$ cat src/design/ter_pkg.sv
// Purpose: constants for the tamper event recorder
// Assumes: rtc count width and counter width chosen here
// Notes:   no software registers; all record state leaves on ports
package ter_pkg;
	localparam int unsigned NUM_CH    = 3;
	localparam int unsigned RTC_W     = 32;
	localparam int unsigned CNT_W     = 8;
	localparam logic [7:0]  CNT_MAX   = 8'hff;
	localparam logic [31:0] TS_RESET  = 32'h0000_0000;
	localparam logic [7:0]  CNT_RESET = 8'h00;
endpackage : ter_pkg

$ cat src/design/ter_recorder.sv
// Purpose: per-channel event detect, first/last timestamp, event count
// Assumes: rtc_count_in is on clk_in; wake event inputs are asynchronous pins
// Notes:   counter saturates; wake pulses only for enabled channels
`timescale 1ns/10ps

module ter_recorder (
	input  wire logic                                   clk_in,
	input  wire logic                                   rst_n_in,
	input  wire logic [ter_pkg::NUM_CH-1:0]             wake_event_input_in,
	input  wire logic [ter_pkg::RTC_W-1:0]              rtc_count_in,
	input  wire logic                                   sys_running_in,
	input  wire logic [ter_pkg::NUM_CH-1:0]             irq_enable_in,
	input  wire logic [ter_pkg::NUM_CH-1:0]             irq_clear_in,
	input  wire logic [ter_pkg::NUM_CH-1:0]             wake_enable_in,
	input  wire logic [ter_pkg::NUM_CH-1:0]             record_clear_in,
	output logic [ter_pkg::NUM_CH*ter_pkg::RTC_W-1:0]   first_stamp_out,
	output logic [ter_pkg::NUM_CH*ter_pkg::RTC_W-1:0]   last_stamp_out,
	output logic [ter_pkg::NUM_CH*ter_pkg::CNT_W-1:0]   event_count_out,
	output logic [ter_pkg::NUM_CH-1:0]                  seen_out,
	output logic [ter_pkg::NUM_CH-1:0]                  irq_status_out,
	output logic                                        irq_out,
	output logic                                        wake_out
);
	logic [ter_pkg::NUM_CH-1:0] sync1_ff;
	logic [ter_pkg::NUM_CH-1:0] sync2_ff;
	logic [ter_pkg::NUM_CH-1:0] prev_ff;
	logic [ter_pkg::NUM_CH-1:0] armed_ff;
	logic [ter_pkg::NUM_CH-1:0] irq_ff;
	logic                       wake_ff;
	wire  [ter_pkg::NUM_CH-1:0] event_hit;
	wire  [ter_pkg::NUM_CH-1:0] nxt_irq;

	// two-stage synchroniser; stage one read only by stage two
	always_ff @(posedge clk_in or negedge rst_n_in) begin
		if (!rst_n_in) begin
			sync1_ff <= '0;
			sync2_ff <= '0;
		end else begin
			sync1_ff <= wake_event_input_in;
			sync2_ff <= sync1_ff;
		end
	end

	// first sample after reset only arms the edge detector
	always_ff @(posedge clk_in or negedge rst_n_in) begin
		if (!rst_n_in) begin
			prev_ff  <= '0;
			armed_ff <= '0;
		end else begin
			prev_ff  <= sync2_ff;
			armed_ff <= '1;
		end
	end

	assign event_hit = (sync2_ff ^ prev_ff) & armed_ff;
	// set beats clear in the same cycle
	assign nxt_irq   = (irq_ff & ~irq_clear_in) | (event_hit & irq_enable_in & {ter_pkg::NUM_CH{sys_running_in}});

	always_ff @(posedge clk_in or negedge rst_n_in) begin
		if (!rst_n_in) begin
			irq_ff  <= '0;
			wake_ff <= 1'b0;
		end else begin
			irq_ff  <= nxt_irq;
			wake_ff <= |(event_hit & wake_enable_in);
		end
	end

	assign irq_status_out = irq_ff;
	assign irq_out        = |irq_ff;
	assign wake_out       = wake_ff;

	genvar g;
	generate
		for (g = 0; g < ter_pkg::NUM_CH; g++) begin : g_ch
			logic [ter_pkg::RTC_W-1:0] first_ff;
			logic [ter_pkg::RTC_W-1:0] last_ff;
			logic [ter_pkg::CNT_W-1:0] cnt_ff;
			logic                      seen_ff;
			wire                       take_first;
			wire                       bump;

			assign take_first = event_hit[g] & (~seen_ff | record_clear_in[g]);
			assign bump       = event_hit[g] & (cnt_ff != ter_pkg::CNT_MAX);

			// an event in the clear cycle starts a fresh record
			always_ff @(posedge clk_in or negedge rst_n_in) begin
				if (!rst_n_in) begin
					first_ff <= ter_pkg::TS_RESET;
					last_ff  <= ter_pkg::TS_RESET;
					cnt_ff   <= ter_pkg::CNT_RESET;
					seen_ff  <= 1'b0;
				end else begin
					if (take_first)
						first_ff <= rtc_count_in;
					else if (record_clear_in[g])
						first_ff <= ter_pkg::TS_RESET;
					if (event_hit[g])
						last_ff <= rtc_count_in;
					else if (record_clear_in[g])
						last_ff <= ter_pkg::TS_RESET;
					if (record_clear_in[g])
						cnt_ff <= event_hit[g] ? 8'h01 : ter_pkg::CNT_RESET;
					else if (bump)
						cnt_ff <= cnt_ff + 8'h01;
					seen_ff <= event_hit[g] | (seen_ff & ~record_clear_in[g]);
				end
			end

			assign first_stamp_out[g*ter_pkg::RTC_W +: ter_pkg::RTC_W] = first_ff;
			assign last_stamp_out[g*ter_pkg::RTC_W +: ter_pkg::RTC_W]  = last_ff;
			assign event_count_out[g*ter_pkg::CNT_W +: ter_pkg::CNT_W] = cnt_ff;
			assign seen_out[g]                                         = seen_ff;
		end
	endgenerate
endmodule : ter_recorder

$ cat config.mk
export PLATFORM = sky130hd
export DESIGN_NAME = ter_recorder
export DESIGN_NICKNAME = d
export VERILOG_FILES = /design/src/design/ter_pkg.sv /design/src/design/ter_recorder.sv
export SDC_FILE = /design/constraint.sdc
export NUM_CORES = 1
export LEC_CHECK = 0
export ABC_AREA = 1
export BUFFER_PORTS_ARGS = -buffer_cell sky130_fd_sc_hd__buf_2
export CAP_MARGIN = 20
export CORE_UTILIZATION = 52
export DETAILED_ROUTE_END_ITERATION = 10
export PLACE_DENSITY = 0.81
export SYNTH_ARGS = -nofsm -noshare
export SYNTH_HDL_FRONTEND = slang
export SYNTH_SLANG_ARGS = --single-unit
$ cat constraint.sdc
create_clock -name clk_in -period 1.3 [get_ports clk_in]
set_input_delay 0.13 -clock clk_in [delete_from_list [all_inputs] [get_ports clk_in]]
set_output_delay 0.13 -clock clk_in [all_outputs]
set_load 0.02 [all_outputs]
Word level (Yosys, flattened, before mapping)
Index checks and enable logic that the tools add are counted.
- latch bits: 0
- memories: 0
- register bits after elaboration: 233
- memory bits (writable): 0
- memory bits (read-only): 0
- output and inout port bits: 224
- input port bits: 50
- $add $sub $neg: 3
- $lt $le $gt $ge: 0
- shifts and indexed selects: 0
- reduce and logical (&&, ||, !) cells: 11
- multiply operators: 0
- muxes and demuxes: 18
- bitwise operators: 29
- equal/unequal tests: 3
- div/mod/pow operators: 0
- operator list (cell ; number):
    $mux 32 ; 9
    $mux 8 ; 6
    $add 8x1->8 const B ; 3
    $ne 8x8->1 const B ; 3
    $reduce_bool 2->1 ; 9
    $and 3x3->3 ; 5
    $and 1x1->1 ; 9
    $not 1->1 ; 6
    $or 1x1->1 ; 6
    $reduce_or 3->1 ; 2
    $mux 1 ; 3
    $not 3->3 ; 1
    $or 3x3->3 ; 1
    $xor 3x3->3 ; 1

Longest topological paths before layout
Gate-level depths: netlist (run 1).
- depth in word-level cells: 5
- mapped depth: 8
- depth with buffers taken out: 8

Worst setup path before layout (run 1)
OpenSTA, ideal clock, no wires.
- path type: flip-flop to flip-flop
- start: register g_ch[0].cnt_ff[0] in the netlist's numbering
- end: register g_ch[0].cnt_ff[3] in the netlist's numbering
- period minus slack after synthesis: 1.393 ns
- cell stages (with the launch flop): 9
- data arrival time: 1.276 ns
- path buffers: 0
- path slack: -0.093 ns
- setup time: 0.117 ns
- cells stage by stage: dfrtp_1 > ha_1 > nand2_1 > nor2_2 > nand2_2 > nand2_4 > nand2_4 > nand2_1 > nand2_1
- word-level cells in the longest chain between the ends: 3
- elaborated cells on any way between the ends: 6
- classes of those cells: add/sub: 1; eq/ne: 1; mux: 2; bitwise: 1; reduce/logical: 1
- ends and longest elaborated chain (what ; line ; RTL):
    start: declaration ; ter_recorder.sv:78 ; logic [ter_pkg::CNT_W-1:0] cnt_ff;
    start signal: assignment ; ter_recorder.sv:91 ; cnt_ff <= ter_pkg::CNT_RESET;
    start signal: assignment ; ter_recorder.sv:103 ; cnt_ff <= event_hit[g] ? 8'h01 : ter_pkg::CNT_RESET;
    start signal: assignment ; ter_recorder.sv:105 ; cnt_ff <= cnt_ff + 8'h01;
    $add 8x1->8 or $ne 8x8->1 (tied branches) ; ter_recorder.sv:105, ter_recorder.sv:84 ;
    $mux 8 or $and 1x1->1 (tied branches) ; ter_recorder.sv:104, ter_recorder.sv:84 ;
    $mux 8 or $reduce_bool 2->1 (tied branches) ; - ;
Several ways; a longest one is shown, not always the timed one. The select of a mux whose other input is x is not followed.
A chain may end at the register's enable or synchronous reset.

Final worst setup path (run 1)
- start: register g_ch[0].cnt_ff[0] in the netlist's numbering
- end: register g_ch[0].cnt_ff[7] in the netlist's numbering
Same word-level chain as after synthesis.

==> results of run 1 <==
## cell type report
cell class	instances	area, sq um
clock buffer	36	717
clock inverter	7	110
fill	1075	4040
inverter	67	270
multi-input combinational	596	3430
sequential	233	5850
tap	225	282
timing repair buffer	386	2780
## how the worst min path moves through the flow
| stage | endpoint | slack [ps] | cells past startpoint |
|---|---|---|---|
| 3_5_place_dp | g_ch[1].last_ff[30] | 20 | 1 |
| 6_report | g_ch[1].last_ff[26] | 6 | 3 |
| 4_1_cts | g_ch[0].first_ff[9] | 1 | 3 |
| 5_1_grt | g_ch[2].first_ff[26] | 20 | 3 |
| 3_3_place_gp | g_ch[1].last_ff[30] | 10 | 1 |
| 2_1_floorplan | armed_ff[0] | -170 | 0 |
## metrics by stage
stage / util (%) / setup slack, ps / cell area [sq um] / std cells
after CTS: 72.2 / -26.4 / 12600 / 1529
after detailed placement: 64.4 / -34.1 / 11300 / 1453
after global routing: 76.9 / -205 / 13400 / 1550
after global placement: 64.4 / -7.08 / 11300 / 1453
after floorplan: - / 5.31 / 9400 / 951
final: 76.9 / -103 / 13400 / 1550
## cell usage in the layout, fill, tap and decap left out, types with 4 or more instances in the layout
cell type / n
dfrtp_1: 221
inv_2: 4
clkinv_2: 4
buf_2: 255
nand2_2: 55
o21ai_1: 124
nand3_1: 125
clkbuf_8: 5
nand2_1: 115
dfrtp_2: 12
clkbuf_16: 29
nand3_2: 9
buf_8: 6
nand2_4: 26
dlygate4sd3_1: 22
clkbuf_1: 6
a21oi_1: 6
buf_4: 44
buf_6: 39
nor2_1: 27
buf_12: 15
nand2_8: 5
nor2_4: 4
o21ai_0: 49
o21ai_2: 33
inv_1: 58
## kinds of logic after synthesis
family	share of synthesized area [%]
other	0.0399
DFF	62.1
AOI/OAI and AO/OA	12.2
and+or+nand+nor	17.8
adders and majority gates	0.400
buffers and inverters	7.23
xor gates and xnor gates	0.280
## power by group through the flow
stage	Clock, mW	Combinational [mW]	Sequential, mW
detailed placement	0	3.21	8.34
global route	7.48	4.03	8.39
floorplan	0	1.04	9.09
CTS	7.22	3.39	8.24
global placement	0	3.13	8.33
finish	7.20	3.81	8.33
## routing by layer
layer  global-route usage, %  wire length, um  vias to the layer above
met1                    40.1            12000                     4226
met4                    12.4             1280                        0
met3                    6.75             2830                       99
met5                       0                0                        -
li1                        -                -                     3893
met2                    51.6            16000                      522
## registers in the layout, summed over array words and instances, names as in the netlist, 3 cells and up
register / flops
g_ch.cnt_ff: 24
g_ch.first_ff: 96
g_ch.last_ff: 96
g_ch.seen_ff: 3
irq_status_out: 3
prev_ff: 3
sync1_ff: 3
sync2_ff: 3
## tightest hold or removal path: cells and delay by family
family          cells  cell delay, ps
compound gates      1             160
buf+inv             2             180
## what timing repair did
item                                    in CTS  in global routing
endpoints found under the setup margin      70                178
setup buffers                               11                 15
pin swaps                                    6                 26
hold endpoints to repair                   269                  0
resized for setup                           67                182
hold buffers                                22                  0
gates cloned                                 2                  6
==> impl_metrics.ini, run 1 <==
[outcome]
run_status = finished with violations
violations = setup timing

[timing]
fin_worst_skew_ps = 10.1
rsz_0062_raised_after_global_routing = true
timing.final.hold_violations = 0
fmax_mhz = 713
timing.final.crit_period_ps = 1400
holdWs_ps = 5.72
total_neg_setup_slack_ps = -1100
period_share_pct = 108
worst_setup_slack_final_ps = -103
finalMaxSlewViolations = 0
setup_viol = 64

[clocking]
cts.sink_count = 233
ctsLongestPathBuffers = 3
clock_root_buffer = clkbuf_16
tritoncts.num_buffers = 24
tritoncts = done
worst_skew_late_latency_ps = 510
path_clk_slew_ps = 60
cts_htree_levels = 1

[worst_setup_path]
critical_path_depth = 9
r2r_end = g_ch[0].cnt_ff[7]
worstSetupEndpointType = register
setup.reg_to_reg.worst_slack_ps = -100
critical-path-top-delay-family = simple AND/OR/NAND/NOR gates
cp-start-kind = register
crit_path_cell_trace = buf_6, buf_4, inv_1, nor2_1, nand3_1, nand2_1, nor2_1, nand2_2, nand2_1
crit_end = g_ch[0].cnt_ff[7]
cpMaxStageDelayCell = dfrtp_2
max_stage_delay_ps = 400
cp.arrival_ps = 1790
setup.worst_path.class = reg -> reg
worstRegToRegCells = 9
crit_required_ps = 1690
path_buf_inv = 3
reg2reg_from = g_ch[0].cnt_ff[0]
worst-path-max-fanout = 4
critical_path.startpoint = g_ch[0].cnt_ff[0]

[power_and_ir_drop]
cellPowerDensity_nw_per_um2 = 1440
netSwitchingPower_mw = 5.71
peakVddDrop_v = 0.00114
swShare_pct = 29.5
total_power_mw = 19.3
sequentialPowerShare_pct = 43.1
power.leakage_nw = 7.04
comb_power_share_pct = 19.7
p_int_mw = 13.6
clkPwrFrac_pct = 37.2

[floorplan]
fp.dieH_um = 136
count_of_boundary_i_o_pins = 274
horizontal_extent_of_the_die_um = 136
row_count = 48
floorplan.initialDensity_pct = 53.8
floorplan.die_area_sq_um = 18600
core_area_sq_um = 17500

[synthesis]
netlist.top_cell.by_area = dfrtp_1
post_synthesis_cells = 951
dominantRegCellSynth = dfrtp_1
syn-mean-instance-area_sq_um = 9.88
ys_top_cells_by_count = 233 x dfrtp_1, 188 x nand2_1, 134 x nand3_1
synth_cell_types = 24
yosys.cell_count.top_type = dfrtp_1
yosysSeqAreaShare_pct = 62.1
ys_top_cells_by_area = dfrtp_1 62%, nand2_1 7.5%, nand3_1 7.1%
syn-cell-area_sq_um = 9390
synth_largest_type_area_fraction_pct = 62.1
yosysWarningCount = 0
synthArstFlopShare_pct = 100
synth.net_count = 1004
edff_count_synth = 0
synth_register_bits = 233

[detailed_routing]
first_iter_violations = 825
post_drt_via_cell_ratio = 5.64
routed_wirelength_mm = 32.1
vias = 8740
detail-route-antenna-nets = 0
wl_per_cell_um = 20.7
drt_drc_violations_left = 0
dr.pass1.iters = 5

[global_route]
initial_antenna_violation_count = 0
gr-usage-all-layers_pct = 31.2
grt_max_degree = 51
grt_pass1_wl_mm = 44.2
first_global_vias = 8274
grt_total_ovfl = 0

[worst_hold_path]
worst_hold_startpoint = rtc_count_in[26]
hp-class = in -> reg

[place]
io_buffers = 273
detailed_place_hpwl_mm = 19.3
routability_cong = 0.928

[job]
drv.max_cap_violation_count = 0

[finish]
area_delta_synth_final_pct = 43.0
number_of_nets_in_the_final_layout = 1361
final_layout_size_suffix_gt1_share_pct = 42.6
insertedDiodeCount = 0
(Power assumes the default switching activity.)
==> run 2: changes to the inputs <==
==> constraint.sdc (replaced) <==
create_clock -name clk_in -period 1.6 [get_ports clk_in]
set_input_delay 0.16 -clock clk_in [delete_from_list [all_inputs] [get_ports clk_in]]
set_output_delay 0.16 -clock clk_in [all_outputs]
set_load 0.02 [all_outputs]
==> run 2 against run 1 <==
Compared with the run above:
- the flow now finishes without violations
- utilization shrank 7.7 points
- register-to-register slack gained 220 ps
- flip-flop and latch count is the same
- critical endpoint is now g_ch[0].first_ff[0]
==> impl_metrics.ini, run 2 (synthesized netlist as in run 1, its figures left out) <==
[global_route]
initial_antenna_violation_count = 0
gr-usage-all-layers_pct = 29.5
first_global_vias = 7822
grt_total_ovfl = 0
grt_pass1_wl_mm = 42.0
grt_max_degree = 61

[timing]
rsz_0062_raised_after_global_routing = false
setup_viol = 0
total_neg_setup_slack_ps = 0
fin_worst_skew_ps = 12.3
timing.final.hold_violations = 0
fmax_mhz = 674
timing.final.crit_period_ps = 1480
holdWs_ps = 16.3
finalMaxSlewViolations = 0
period_share_pct = 92.8
worst_setup_slack_final_ps = 116

[place]
place_inst = 1425
placement.setup.worst_slack_ps = 129
io_buffers = 273
detailed_place_hpwl_mm = 19.0
routability_cong = 0.925
postPlaceCellArea_sq_um = 11000

[worst_hold_path]
hp-class = in -> reg
worstHoldPathCells = 3

[worst_setup_path]
cp.arrival_ps = 1870
worstRegToRegCells = 7
setup.worst_path.class = reg -> reg
worstSetupEndpointType = register
cp-start-kind = register
worst-path-max-fanout = 15
crit_required_ps = 1990

[clocking]
ctsLongestPathBuffers = 3
cts.sink_count = 233
path_clk_slew_ps = 60
worst_skew_late_latency_ps = 520
cts.repair_timing.setup_buffer_count = 0
clock_root_buffer = clkbuf_16
cts_htree_levels = 1
tritoncts.num_buffers = 24
tritoncts = done

[power_and_ir_drop]
peakVddDrop_v = 0.000796
power.leakage_nw = 6.41
cellPowerDensity_nw_per_um2 = 1260
total_power_mw = 15.3

[finish]
finish.instance_area_sq_um = 12100
fillCellCount = 1298
multi_input_comb_area_sq_um = 2880
fin_cells = 1488
layout_common_cells = 272 x buf_2, 232 x dfrtp_1, 188 x nand2_1
insertedDiodeCount = 0
layout.cells.most_common = buf_2
biggestRegsByFlops = g_ch.first_ff: 96 flops, g_ch.last_ff: 96 flops, g_ch.cnt_ff: 24 flops
area_delta_synth_final_pct = 28.6
postLayoutCoreUtil_pct = 69.1
number_of_nets_in_the_final_layout = 1298
final_layout_size_suffix_gt1_share_pct = 30.7
regArea_sq_um = 5830

[detailed_routing]
vias = 8161
post_drt_via_cell_ratio = 5.48
dr.pass1.iters = 5
routed_wirelength_mm = 27.3
wl_per_cell_um = 18.4
detail-route-antenna-nets = 0
drt_drc_violations_left = 0
first_iter_violations = 660

[floorplan]
row_count = 48
horizontal_extent_of_the_die_um = 136
core_area_sq_um = 17500
floorplan.initialDensity_pct = 53.8
count_of_boundary_i_o_pins = 274
floorplan.die_area_sq_um = 18600
fp.dieH_um = 136

[job]
drv.max_cap_violation_count = 0

[outcome]
run_status = finished clean
==> run 2: cell count changes in the layout (fill, tap and decap cells not counted), moves of 17 or more <==
cell | before | now
buf_4 | 44 | 20
nand2_4 | 26 | 8
o21ai_0 | 49 | 67
nand2_2 | 55 | 3
buf_6 | 39 | 1
nand2_1 | 115 | 188
buf_2 | 255 | 272
==> run 2: final timing paths <==
| path | endpoint | from | slack (ps) |
|---|---|---|---|
| worst max-delay path | g_ch[0].first_ff[0] | sync2_ff[0] | 120 |
| worst min register to register | sync2_ff[0] | sync1_ff[0] | 380 |
| worst max register to register | g_ch[0].first_ff[0] | sync2_ff[0] | 120 |
| worst min-delay path | g_ch[2].first_ff[14] | rtc_count_in[14] | 20 |
| min in group asynchronous | g_ch[0].last_ff[30] | rst_n_in | 170 |
| max in group asynchronous | g_ch[0].last_ff[18] | rst_n_in | 820 |
==> run 2: final cells by class <==
class                           instances  share of cell area [%]
Tap cell                              225                    2.33
Timing Repair Buffer                  325                    16.3
Sequential cell                       233                    48.3
Inverter                               67                    2.11
Clock buffer                           33                    5.75
Multi-Input combinational cell        594                    23.9
Clock inverter                         11                    1.38
==> run 2: report_power, final <==
part | leakage (nW) | internal (mW) | total [mW] | switching, mW
Combinational | 2.93 | 0.796 | 2.56 | 1.77
Sequential | 3.05 | 6.40 | 6.71 | 0.312
Clock | 0.429 | 3.68 | 6.00 | 2.31
Total | 6.41 | 10.9 | 15.3 | 4.39
==> run 2: repair_timing <==
item                       4_1_cts  5_1_grt
hold buffers                    18        1
setup endpoints to repair        0        2
gates resized for setup          0        2
hold endpoints to repair       129        1
==> run 2: critical path: stages (launching register included) <==
cell,delay (ps)
dfrtp_1,400
inv_1,60
nand2_1,60
nand3_2,180
clkinv_2,210
nand2_4,200
buf_12,170
o21ai_0,80
==> run 2: per-layer routing <==
layer	track usage, %	wire length, um	vias up
li1	-	-	3737
met1	39.4	10900	3933
met2	47.0	13000	413
met3	5.93	2450	78
met4	12.5	1050	0
met5	0	0	-
==> run 3: changes to the inputs <==
--- a/config.mk
+++ b/config.mk
@@ -10,6 +10,7 @@
 export CAP_MARGIN = 20
 export CORE_UTILIZATION = 52
 export DETAILED_ROUTE_END_ITERATION = 10
+export GPL_TIMING_DRIVEN = 0
 export PLACE_DENSITY = 0.81
 export SYNTH_ARGS = -nofsm -noshare
 export SYNTH_HDL_FRONTEND = slang
==> run 3 against run 2 <==
Compared with the run above:
- worst hold slack lost 12 ps
- routed wire length grew 5.2%
- clock power is essentially flat
- register-to-register slack is essentially flat
- via count grew 2.2%
- critical path depth is the same
- fmax grew 0.50%
- combinational power grew 3%
- sequential share of layout area shrank 0.55 points
- critical path type unchanged
==> impl_metrics.ini, run 3 (synthesized netlist as in run 1, its figures left out) <==
[outcome]
run_status = finished clean

[clocking]
worst_skew_late_latency_ps = 530
cts.repair_timing.setup_buffer_count = 0
cts_htree_levels = 1
clock_root_buffer = clkbuf_16
cts.sink_count = 233
tritoncts.num_buffers = 25
ctsLongestPathBuffers = 3
tritoncts = done
path_clk_slew_ps = 60

[power_and_ir_drop]
swShare_pct = 29.5
power.leakage_nw = 6.49
clkPwrFrac_pct = 39.0
cellPowerDensity_nw_per_um2 = 1250
netSwitchingPower_mw = 4.52
sequentialPowerShare_pct = 43.8
total_power_mw = 15.3
peakVddDrop_v = 0.00109
comb_power_share_pct = 17.2
p_int_mw = 10.8

[worst_setup_path]
worst-path-max-fanout = 10
cp-start-kind = register
cp.arrival_ps = 1880
setup.reg_to_reg.worst_slack_ps = 120
worst_path_most_repeated_cell = nand2_1
critical_path.startpoint = sync2_ff[2]
r2r_end = g_ch[2].first_ff[19]
reg2reg_from = sync2_ff[2]
worstSetupEndpointType = register
crit_required_ps = 2000
worstRegToRegCells = 7
setup.worst_path.class = reg -> reg
crit_path_cell_trace = nand2_1, nand3_2, nand2_1, nand2_4, clkbuf_4, nand2_1, o21ai_1
max_stage_delay_ps = 390
cpMaxStageDelayCell = dfrtp_1

[timing]
max_slew_headroom_at_the_worst_pin_pct = 59.3
setup_viol = 0
worst_setup_slack_final_ps = 123
period_share_pct = 92.3
rsz_0062_raised_after_global_routing = false
finalMaxSlewViolations = 0
fmax_mhz = 677
timing.final.crit_period_ps = 1480
fin_worst_skew_ps = 14.2
timing.final.hold_violations = 0
holdWs_ps = 4.42
total_neg_setup_slack_ps = 0
tightest_slew_ps = 610

[worst_hold_path]
whs_endpoint = g_ch[0].first_ff[14]
worstHoldPathCells = 3
worst_hold_startpoint = rtc_count_in[14]
hp-class = in -> reg

[place]
placement.setup.worst_slack_ps = -50.5
place_inst = 1451
routability_cong = 0.904
detailed_place_hpwl_mm = 20.0
postPlaceCellArea_sq_um = 11100
io_buffers = 273

[detailed_routing]
first_iter_violations = 608
routed_wirelength_mm = 28.8
wl_per_cell_um = 19.0
dr.pass1.iters = 5
vias = 8338
detail-route-antenna-nets = 0
post_drt_via_cell_ratio = 5.50
drt_drc_violations_left = 0

[finish]
layout.cells.most_common = buf_2
layout_common_cells = 287 x buf_2, 233 x dfrtp_1, 186 x nand2_1
insertedDiodeCount = 0
number_of_nets_in_the_final_layout = 1328
area_delta_synth_final_pct = 30.1
fin_cells = 1517
postLayoutCoreUtil_pct = 69.9
biggestRegsByFlops = g_ch.first_ff: 96 flops, g_ch.last_ff: 96 flops, g_ch.cnt_ff: 24 flops
final_layout_size_suffix_gt1_share_pct = 31.4
finish.instance_area_sq_um = 12200

[job]
drv.max_cap_violation_count = 0

[global_route]
gr-usage-all-layers_pct = 31.3
grt.busiest_layer = met2
initial_antenna_violation_count = 0
first_global_vias = 8029
grt_max_degree = 101
grt_use_met2_pct = 48.9
grt_total_ovfl = 0
grt_pass1_wl_mm = 44.0
met1_usage_pct = 42.8
globalRouteMet3Util_pct = 6.11

[floorplan]
fp.dieH_um = 136
floorplan.initialDensity_pct = 53.8
core_area_sq_um = 17500
floorplan.die_area_sq_um = 18600
row_count = 48
horizontal_extent_of_the_die_um = 136
count_of_boundary_i_o_pins = 274
-- run 3: cell count changes in the layout (fill, tap and decap cells not counted), sizes merged --
cell,change
inv,+4
clkinv,-6
dlygate4sd3,+3
clkinvlp,+2
clkbuf,+10
buf,+18
bufinv,-2
-- run 3: repair_timing --
action,4_1_cts,5_1_grt
gates resized for setup,1,6
hold buffers,22,0
endpoints found under the hold margin,254,0
endpoints found under the setup margin,30,40
-- run 3: cell type report --
class	count	area, sq um
flip-flops and latches	233	5830
fillers	1339	5260
multi-input cells	594	2900
repair buffers	297	1650
clock buffers	35	743
plain buffers	57	432
well taps	225	282
inverters	67	255
clock inverters	9	126
-- run 3: how the worst max path moves through the flow --
stage | slack (ps) | cells past startpoint | endpoint
after floorplan | 210 | 8 | g_ch[0].cnt_ff[3]
after global placement | -3610 | 1 | g_ch[2].cnt_ff[3]
after detailed placement | -50 | 7 | g_ch[2].first_ff[12]
after CTS | 40 | 8 | g_ch[1].first_ff[17]
after global routing | 4 | 7 | g_ch[2].first_ff[14]
final | 120 | 7 | g_ch[2].first_ff[19]
-- run 3: power by group through the flow --
| stage | Sequential [mW] | Clock [mW] | Combinational [mW] |
|---|---|---|---|
| floorplan | 7.39 | 0 | 0.846 |
| global placement | 6.77 | 0 | 2.50 |
| detailed placement | 6.78 | 0 | 2.57 |
| CTS | 6.69 | 6.03 | 2.62 |
| global route | 6.75 | 6.28 | 2.83 |
| finish | 6.71 | 5.98 | 2.64 |
-- run 3: per-layer routing --
metal  vias up  part of all wire, %
li1       3793                    -
met1      4039                   41
met2       423                   47
met3        83                  8.3
met4         0                  4.1
met5         -                    0
-- run 3: worst max-delay path: cells and delay by family (launching register included) --
family | cells | cell delay [ps]
and+or+nand+nor | 5 | 660
buffers and inverters | 1 | 230
DFF | 1 | 390
AOI/OAI and AO/OA | 1 | 60
